**config.mk**
```make
export PLATFORM = sky130hd
export DESIGN_NAME = nfcmc_core
export DESIGN_NICKNAME = d
export VERILOG_FILES = /design/src/hw/nfcmc_pkg.sv /design/src/hw/nfcmc_core.sv
export SDC_FILE = /design/constraint.sdc
export NUM_CORES = 1
export LEC_CHECK = 0
export BUFFER_PORTS_ARGS = -buffer_cell sky130_fd_sc_hd__buf_2
export CAP_MARGIN = 25
export CORE_ASPECT_RATIO = 1.75
export CORE_MARGIN = 2
export CORE_UTILIZATION = 50
export CTS_BUF_LIST = sky130_fd_sc_hd__clkbuf_16
export CTS_CLUSTER_DIAMETER = 150
export CTS_CLUSTER_SIZE = 30
export DETAILED_ROUTE_END_ITERATION = 7
export GPL_ROUTABILITY_DRIVEN = 0
export PLACE_DENSITY = 0.86
export SLEW_MARGIN = 20
export SYNTH_ARGS = -nofsm -noshare
export SYNTH_HDL_FRONTEND = slang
export SYNTH_SLANG_ARGS = --single-unit
```
**constraint.sdc**
```tcl
create_clock -name i_mclk -period 1.8 [get_ports i_mclk]
set_input_delay 0.18 -clock i_mclk [delete_from_list [all_inputs] [get_ports i_mclk]]
set_output_delay 0.18 -clock i_mclk [all_outputs]
set_load 0.1 [all_outputs]
```
**src/hw/nfcmc_pkg.sv**
```systemverilog
package nfcmc_pkg;

    // ------------------------------------------------------------
    // Bit rates
    // ------------------------------------------------------------
    localparam logic [1:0] RATE_106 = 2'h0;
    localparam logic [1:0] RATE_212 = 2'h1;
    localparam logic [1:0] RATE_424 = 2'h2;
    localparam logic [1:0] RATE_848 = 2'h3;

    // ------------------------------------------------------------
    // Bit coding and modulation codes
    // ------------------------------------------------------------
    localparam logic [1:0] CODE_NONE   = 2'h0;
    localparam logic [1:0] CODE_MILLER = 2'h1;
    localparam logic [1:0] CODE_MANCH  = 2'h2;
    localparam logic [1:0] MOD_NONE    = 2'h0;
    localparam logic [1:0] MOD_ASK100  = 2'h1;
    localparam logic [1:0] MOD_ASK_LOW = 2'h2;
    localparam logic [1:0] MOD_LOAD    = 2'h3;

    // ------------------------------------------------------------
    // Timing
    // ------------------------------------------------------------
    localparam int CLK_PERIOD_NS = 8;
    localparam int INITIAL_FIELD_CHECK_DELAY_NS = 5000;
    localparam int INITIAL_FIELD_CHECK_DELAY_CYC =
        (INITIAL_FIELD_CHECK_DELAY_NS + CLK_PERIOD_NS - 1) / CLK_PERIOD_NS;

    // ------------------------------------------------------------
    // Field status bits and reset values
    // ------------------------------------------------------------
    localparam int FST_OWN = 0;
    localparam int FST_EXT = 1;
    localparam int FST_ERR = 2;
    localparam logic [2:0] FIELD_STATUS_RST = 3'h0;
    localparam logic [15:0] CNT_RST = 16'h0000;

    // ------------------------------------------------------------
    // Types
    // ------------------------------------------------------------
    typedef struct packed {
        logic [1:0] tx_code;
        logic [1:0] rx_code;
        logic [1:0] tx_mod;
        logic       own_field;
    } nfcmc_cfg_t;

    typedef struct packed {
        logic manch;
        logic type_a;
    } nfcmc_md_t;

    typedef enum logic [2:0] {
        FS_OFF   = 3'h1,
        FS_CHECK = 3'h2,
        FS_ON    = 3'h4
    } nfcmc_fs_t;

    typedef enum logic [2:0] {
        CS_IDLE   = 3'h1,
        CS_READY  = 3'h2,
        CS_ACTIVE = 3'h4
    } nfcmc_cs_t;

endpackage

```
**src/hw/nfcmc_core.sv**
```systemverilog
`timescale 1ns/1ps
module nfcmc_core
    import nfcmc_pkg::*;
#(
    parameter int CHECK_CYC = INITIAL_FIELD_CHECK_DELAY_CYC
) (
    // Clock and reset
    input  wire logic       i_mclk,
    input  wire logic       i_srst,
    // Host control
    input  wire logic       i_init_request,
    input  wire logic       i_field_on_instruction,
    input  wire logic       i_field_off_instruction,
    input  wire logic       i_active_mode,
    input  wire logic       i_card_mode,
    input  wire logic [1:0] i_rate,
    input  wire logic       i_md_clear,
    // RF front end
    input  wire logic       i_ext_field,
    input  wire logic       i_sof_type_a,
    input  wire logic       i_sof_manch,
    input  wire logic       i_rx_reqa,
    input  wire logic       i_rx_sel_match,
    input  wire logic       i_rx_halt,
    // Data stream
    input  wire logic [7:0] i_tx_data,
    input  wire logic       i_tx_valid,
    input  wire logic [7:0] i_rx_data,
    input  wire logic       i_rx_valid,
    // Coding and role
    output nfcmc_cfg_t      o_cfg,
    output logic            o_role_initiator,
    output logic            o_level_det_en,
    output logic            o_rate_err,
    // Field handling
    output logic            o_init_start,
    output logic            o_external_field_error_interrupt,
    output logic [2:0]      o_field_status,
    // Card emulation
    output logic            o_resp_atqa,
    output logic            o_resp_sak,
    output logic            o_card_activated,
    // Mode detector
    output logic            o_md_valid,
    output nfcmc_md_t       o_md_result,
    // Data out
    output logic [7:0]      o_tx_data,
    output logic            o_tx_valid,
    output logic [7:0]      o_rx_data,
    output logic            o_rx_valid
);

    localparam logic [15:0] CHK_LAST = 16'(CHECK_CYC - 1);

    if (CHECK_CYC < 1 || CHECK_CYC > 65536) begin : g_chk
        $error("CHECK_CYC out of range");
    end

    // ------------------------------------------------------------
    // External field synchroniser
    // ------------------------------------------------------------
    logic ext_m_q;
    logic ext_s_q;
    logic ext_d_q;
    logic ext_rise;

    always_ff @(posedge i_mclk) begin
        if (i_srst) begin
            ext_m_q <= 1'b0;
            ext_s_q <= 1'b0;
            ext_d_q <= 1'b0;
        end else begin
            ext_m_q <= i_ext_field;
            ext_s_q <= ext_m_q;
            ext_d_q <= ext_s_q;
        end
    end

    assign ext_rise = ext_s_q & ~ext_d_q;

    // ------------------------------------------------------------
    // Field-on sequencer
    // ------------------------------------------------------------
    nfcmc_fs_t   fs_q;
    nfcmc_fs_t   fs_d;
    logic [15:0] cnt_q;
    logic        fail;

    always_comb begin
        fs_d = fs_q;
        fail = 1'b0;
        unique case (fs_q)
            FS_OFF: begin
                // Host asks for initiator role explicitly
                if (i_field_on_instruction && i_init_request &&
                    !i_card_mode) begin
                    fs_d = FS_CHECK;
                end
            end
            FS_CHECK: begin
                if (ext_s_q) begin
                    fs_d = FS_OFF;
                    fail = 1'b1;
                end else if (cnt_q == CHK_LAST) begin
                    fs_d = FS_ON;
                end
            end
            FS_ON: begin
                if (i_field_off_instruction || !i_init_request) begin
                    fs_d = FS_OFF;
                end
            end
        endcase
    end

    always_ff @(posedge i_mclk) begin
        if (i_srst) begin
            fs_q <= FS_OFF;
        end else begin
            fs_q <= fs_d;
        end
    end

    always_ff @(posedge i_mclk) begin
        if (i_srst || fs_q != FS_CHECK) begin
            cnt_q <= CNT_RST;
        end else begin
            cnt_q <= cnt_q + 16'h0001;
        end
    end

    always_ff @(posedge i_mclk) begin
        if (i_srst) begin
            o_init_start                     <= 1'b0;
            o_external_field_error_interrupt <= 1'b0;
            o_field_status                   <= FIELD_STATUS_RST;
            o_role_initiator                 <= 1'b0;
            o_level_det_en                   <= 1'b1;
        end else begin
            o_init_start <= (fs_q == FS_CHECK) &&
                            (fs_d == FS_ON);
            o_external_field_error_interrupt <= fail;
            o_field_status[FST_OWN] <= (fs_d == FS_ON);
            o_field_status[FST_EXT] <= ext_s_q;
            // Error cause set wins over clear by a new instruction
            if (fail) begin
                o_field_status[FST_ERR] <= 1'b1;
            end else if (fs_q == FS_OFF && fs_d == FS_CHECK) begin
                o_field_status[FST_ERR] <= 1'b0;
            end
            o_role_initiator <= (fs_d == FS_ON);
            // Level detector never sleeps, even as initiator
            o_level_det_en <= 1'b1;
        end
    end

    // ------------------------------------------------------------
    // Coding and modulation selection
    // ------------------------------------------------------------
    nfcmc_cfg_t cfg_d;
    logic       slow;

    always_comb begin
        cfg_d = '0;
        slow  = (i_rate != RATE_106);
        if (i_card_mode) begin
            // Type A answer at every card rate
            cfg_d.tx_code = CODE_MILLER;
            cfg_d.rx_code = CODE_MILLER;
            cfg_d.tx_mod  = MOD_LOAD;
        end else if (fs_q == FS_ON) begin
            cfg_d.tx_code   = slow ? CODE_MANCH : CODE_MILLER;
            cfg_d.rx_code   = slow ? CODE_MANCH : CODE_MILLER;
            cfg_d.tx_mod    = slow ? MOD_ASK_LOW : MOD_ASK100;
            cfg_d.own_field = 1'b1;
        end else begin
            cfg_d.rx_code = slow ? CODE_MANCH : CODE_MILLER;
            cfg_d.tx_code = slow ? CODE_MANCH : CODE_MILLER;
            if (i_active_mode) begin
                // Active target raises its field only while sending
                cfg_d.tx_mod    = slow ? MOD_ASK_LOW : MOD_ASK100;
                cfg_d.own_field = i_tx_valid;
            end else begin
                cfg_d.tx_mod = MOD_LOAD;
            end
        end
    end

    always_ff @(posedge i_mclk) begin
        if (i_srst) begin
            o_cfg      <= '0;
            o_rate_err <= 1'b0;
        end else begin
            o_cfg      <= cfg_d;
            o_rate_err <= !i_card_mode && (i_rate == RATE_848);
        end
    end

    // ------------------------------------------------------------
    // Card emulation layer-3 activation
    // ------------------------------------------------------------
    nfcmc_cs_t cs_q;
    nfcmc_cs_t cs_d;

    always_comb begin
        cs_d = cs_q;
        unique case (cs_q)
            CS_IDLE: begin
                if (i_rx_reqa) begin
                    cs_d = CS_READY;
                end
            end
            CS_READY: begin
                if (i_rx_halt) begin
                    cs_d = CS_IDLE;
                end else if (i_rx_sel_match) begin
                    cs_d = CS_ACTIVE;
                end
            end
            CS_ACTIVE: begin
                // Later layers belong to the host
                if (i_rx_halt) begin
                    cs_d = CS_IDLE;
                end
            end
        endcase
        if (!i_card_mode || !ext_s_q) begin
            cs_d = CS_IDLE;
        end
    end

    always_ff @(posedge i_mclk) begin
        if (i_srst) begin
            cs_q             <= CS_IDLE;
            o_resp_atqa      <= 1'b0;
            o_resp_sak       <= 1'b0;
            o_card_activated <= 1'b0;
        end else begin
            cs_q        <= cs_d;
            o_resp_atqa <= (cs_q == CS_IDLE) && (cs_d == CS_READY);
            o_resp_sak  <= (cs_q == CS_READY) && (cs_d == CS_ACTIVE);
            o_card_activated <= (cs_q == CS_READY) &&
                                (cs_d == CS_ACTIVE);
        end
    end

    // ------------------------------------------------------------
    // Mode detector
    // ------------------------------------------------------------
    logic md_en;

    assign md_en = (fs_q == FS_OFF);

    always_ff @(posedge i_mclk) begin
        if (i_srst || ext_rise) begin
            o_md_valid  <= 1'b0;
            o_md_result <= '0;
        end else if (md_en && !o_md_valid &&
                     (i_sof_type_a || i_sof_manch)) begin
            // Type A wins if both patterns show at once
            o_md_valid         <= 1'b1;
            o_md_result.type_a <= i_sof_type_a;
            o_md_result.manch  <= !i_sof_type_a;
        end else if (i_md_clear) begin
            o_md_valid  <= 1'b0;
            o_md_result <= '0;
        end
    end

    // ------------------------------------------------------------
    // Data stream, sync byte untouched
    // ------------------------------------------------------------
    always_ff @(posedge i_mclk) begin
        if (i_srst) begin
            o_tx_data  <= 8'h00;
            o_tx_valid <= 1'b0;
            o_rx_data  <= 8'h00;
            o_rx_valid <= 1'b0;
        end else begin
            o_tx_data  <= i_tx_data;
            o_tx_valid <= i_tx_valid;
            o_rx_data  <= i_rx_data;
            o_rx_valid <= i_rx_valid;
        end
    end
endmodule // nfcmc_core

```
==> results.md <==
* Fin crit share at 81.87%
* Largest area contributor in the netlist: dfxtp_1
* Drt first pass iters at 4
* Global-route wire length before repair at 7182 µm
* Worst Path Required at 2.04 ns
* CP max-delay cell: or4_1
* CTS tree: built
* Synth top area share at 50.85%
* CP Max Fanout at 7
* Pwr/cell area at 1202 nW/µm²
* Peak supply drop at 1.132 mV
* Mapped Cells at 233
* Static leakage at 1.243 nW
* Commonest non-fill, non-tap cell in the layout: buf_2
* Pin count of the biggest net entering global routing at 24
* Width of the die at 55.09 µm
* Multi-input gate area at 992.2 µm²
* Ant diodes at 0
* Layout Nets at 339
* Top cells by area, synth: dfxtp_1 51%, nor2b_1 6.0%, nor2_1 4.4%, xnor2_1 4.2%, nor4_2 2.7%
* Total Routed Length at 4644 µm
* Worst skew pair latency at 0.32 ns
* Post-layout util at 66.56%
* Final setup fails at 0
* Hold Path Depth at 2
* CTS hold repair buffers at 0
* Initial Util at 51.85%
* Vias in the first global route at 1789
* Final Worst Setup Slack at 0.3263 ns
* Worst path cell trace: ha_1 -> nand3_2 -> or4_1 -> a21oi_1
* Max-cap violations at 0
* Register area at 1161 µm²
* Tmin final at 1.474 ns
* Met2 routed WL at 2614 µm
* # IOs at 73
* DRT iter0 DRCs at 30
* CTS Buffer Depth at 2
* Final Slew Violations at 0
* Fill cells at 357
* Setup TNS at 0 ns
* Syn nets at 269
* Pwr Total at 3.524 mW
* CP endpoint kind: flip-flop
* Worst path max stage delay at 0.43 ns
* YS warnings at 0
* Critical path class: flip-flop to flip-flop
* Top sig layer: met4
* Via-to-Cell Ratio at 5.253
* Overall Global Routing Usage at 19.78%
* Post-synth cell types at 52
* GR Overflow Total at 0
* R2R depth at 4
* Die Y at 93.40 µm
* EDFF count, synth at 0
* Outcome: finished, final reports clean
* Clock buffer count from CTS at 9
* Hold Path Class: input port to flip-flop
* Area grow syn2layout at 28.38%
* Wire length on met3 at 306 µm
* H-tree lvl count at 3
* Routed WL per cell at 12.94 µm
* Drt drc at 0
* Die area at 5145 µm²
* Core footprint at 4404 µm²
* CP Data Arrival Time at 1.71 ns
* Post-CTS setup buffers at 0
* Seq/Total Area, Yosys at 50.85%
* Top FF cell, synth: dfxtp_1
* Post-CTS sizing at 0
* Layout cell share with drive strength beyond 1 at 33.12%
* Post-Layout Cell Count at 359
* Post-DRT Antenna Nets at 0
* Startpoint Class: flip-flop
* Port Buffers at 71
* # clock sinks at 58
* Mean Syn Cell Area at 9.800 µm²
* Vias at 1886
* Async SR Flop Fraction at 0%
* Post-synthesis cell area at 2283 µm²
* RSZ-0062 raised after global routing: no
* Cells after DPL at 343
* Commonest cells after routing, fill and taps aside: 71 x buf_2, 58 x dfxtp_1, 27 x nor2_1, 22 x nor2b_1, 13 x nand2_1
* Yosys reg bits at 58
* Initial antenna violation count at 0
* DP HPWL at 3261 µm
* Layout Skew at 0.006885 ns
* M1 WL at 1565 µm
* Hold Vio Cnt, Final at 0
* Clk slew on worst S/H paths at 0.05 ns
* Root Buffer: clkbuf_16
* Row cnt at 32
* Worst slack, placed at 0.3405 ns
* Highest clock rate at 0.6786 GHz
==> Yosys cell counts, drive strengths merged (2+ instances only) <==
library cell,n
a21oi,10
ha,2
nor3,9
o21ai,4
a22oi,2
nand3,4
nor2,30
nand2b,2
nand4,4
dfxtp,58
nand3b,3
xnor2,11
nor2b,22
buf,11
clkbuf,2
nor4,7
and2b,2
xor2,2
nor3b,2
o21a,2
nor4b,3
inv,11
nand2,13
==> area by class of cell <==
cell class	count	share of cell area (%)
well taps	51	2.177
repair buffers	72	12.38
flip-flops and latches	58	39.61
clock inverters	7	2.902
multi-input cells	151	33.85
clock buffers	9	7.682
inverters	11	1.408
==> metal layers <==
| metal | track usage [%] | vias to the layer above |
|---|---|---|
| li1 | - | 918 |
| met1 | 16.21 | 879 |
| met2 | 36.11 | 74 |
| met3 | 6.390 | 15 |
| met4 | 13.62 | 0 |
| met5 | 0 | - |
==> through the flow <==
step                instance area (µm²)  hold WS [ns]
global placement                   2621        0.3882
floorplan                          2283        0.2566
global route                       2932       0.07222
detailed placement                 2621        0.3938
finish                             2932       0.06881
CTS                                2932       0.05857
==> path summary, 6_finish.rpt <==
path / start / endpoint / slack, ns
min reg2reg: ext_m_q$_SDFF_PP0_ / ext_s_q$_SDFF_PP0_ / 0.45
min: i_tx_data[7] / o_tx_data[7]$_SDFF_PP0_ / 0.07
max reg2reg: cnt_q[0]$_SDFF_PP0_ / cnt_q[8]$_SDFF_PP0_ / 0.33
max: cnt_q[0]$_SDFF_PP0_ / cnt_q[8]$_SDFF_PP0_ / 0.33
==> critical path: cells and delay by family, from the launching register on <==
family / cells / cell delay, ns
flip-flops: 1 / 0.40
AO/OA/AOI/OAI: 1 / 0.15
adder cells (fa/ha/maj): 1 / 0.24
AND/OR/NAND/NOR: 2 / 0.61
==> flip-flops by register name, summed over array words and instances (netlist names), 2 cells and up <==
name / flops
o_rx_data: 8
o_cfg: 5
cnt_q: 16
cs_q: 3
o_field_status: 2
o_tx_data: 8
fs_q: 3
o_md_result: 2
==> cells by family (layout without fill, tap and decap cells) <==
family / after synthesis / after routing / share of synthesized area, %
flops: 58 / 58 / 50.85
fa+ha+maj: 2 / 2 / 1.096
mux: 2 / 2 / 0.9315
buf+inv: 24 / 99 / 5.699
other cells: 1 / 1 / 0.1642
compound gates: 25 / 25 / 7.123
xor+xnor: 13 / 13 / 4.986
simple gates: 108 / 108 / 29.15
==> report_power, final <==
group          switching (mW)  internal (mW)  total, mW
combinational           0.364         0.0898      0.454
clock                   0.533           1.19       1.73
sequential             0.0170           1.33       1.34
Note: power is estimated with default switching activity, not from simulation.
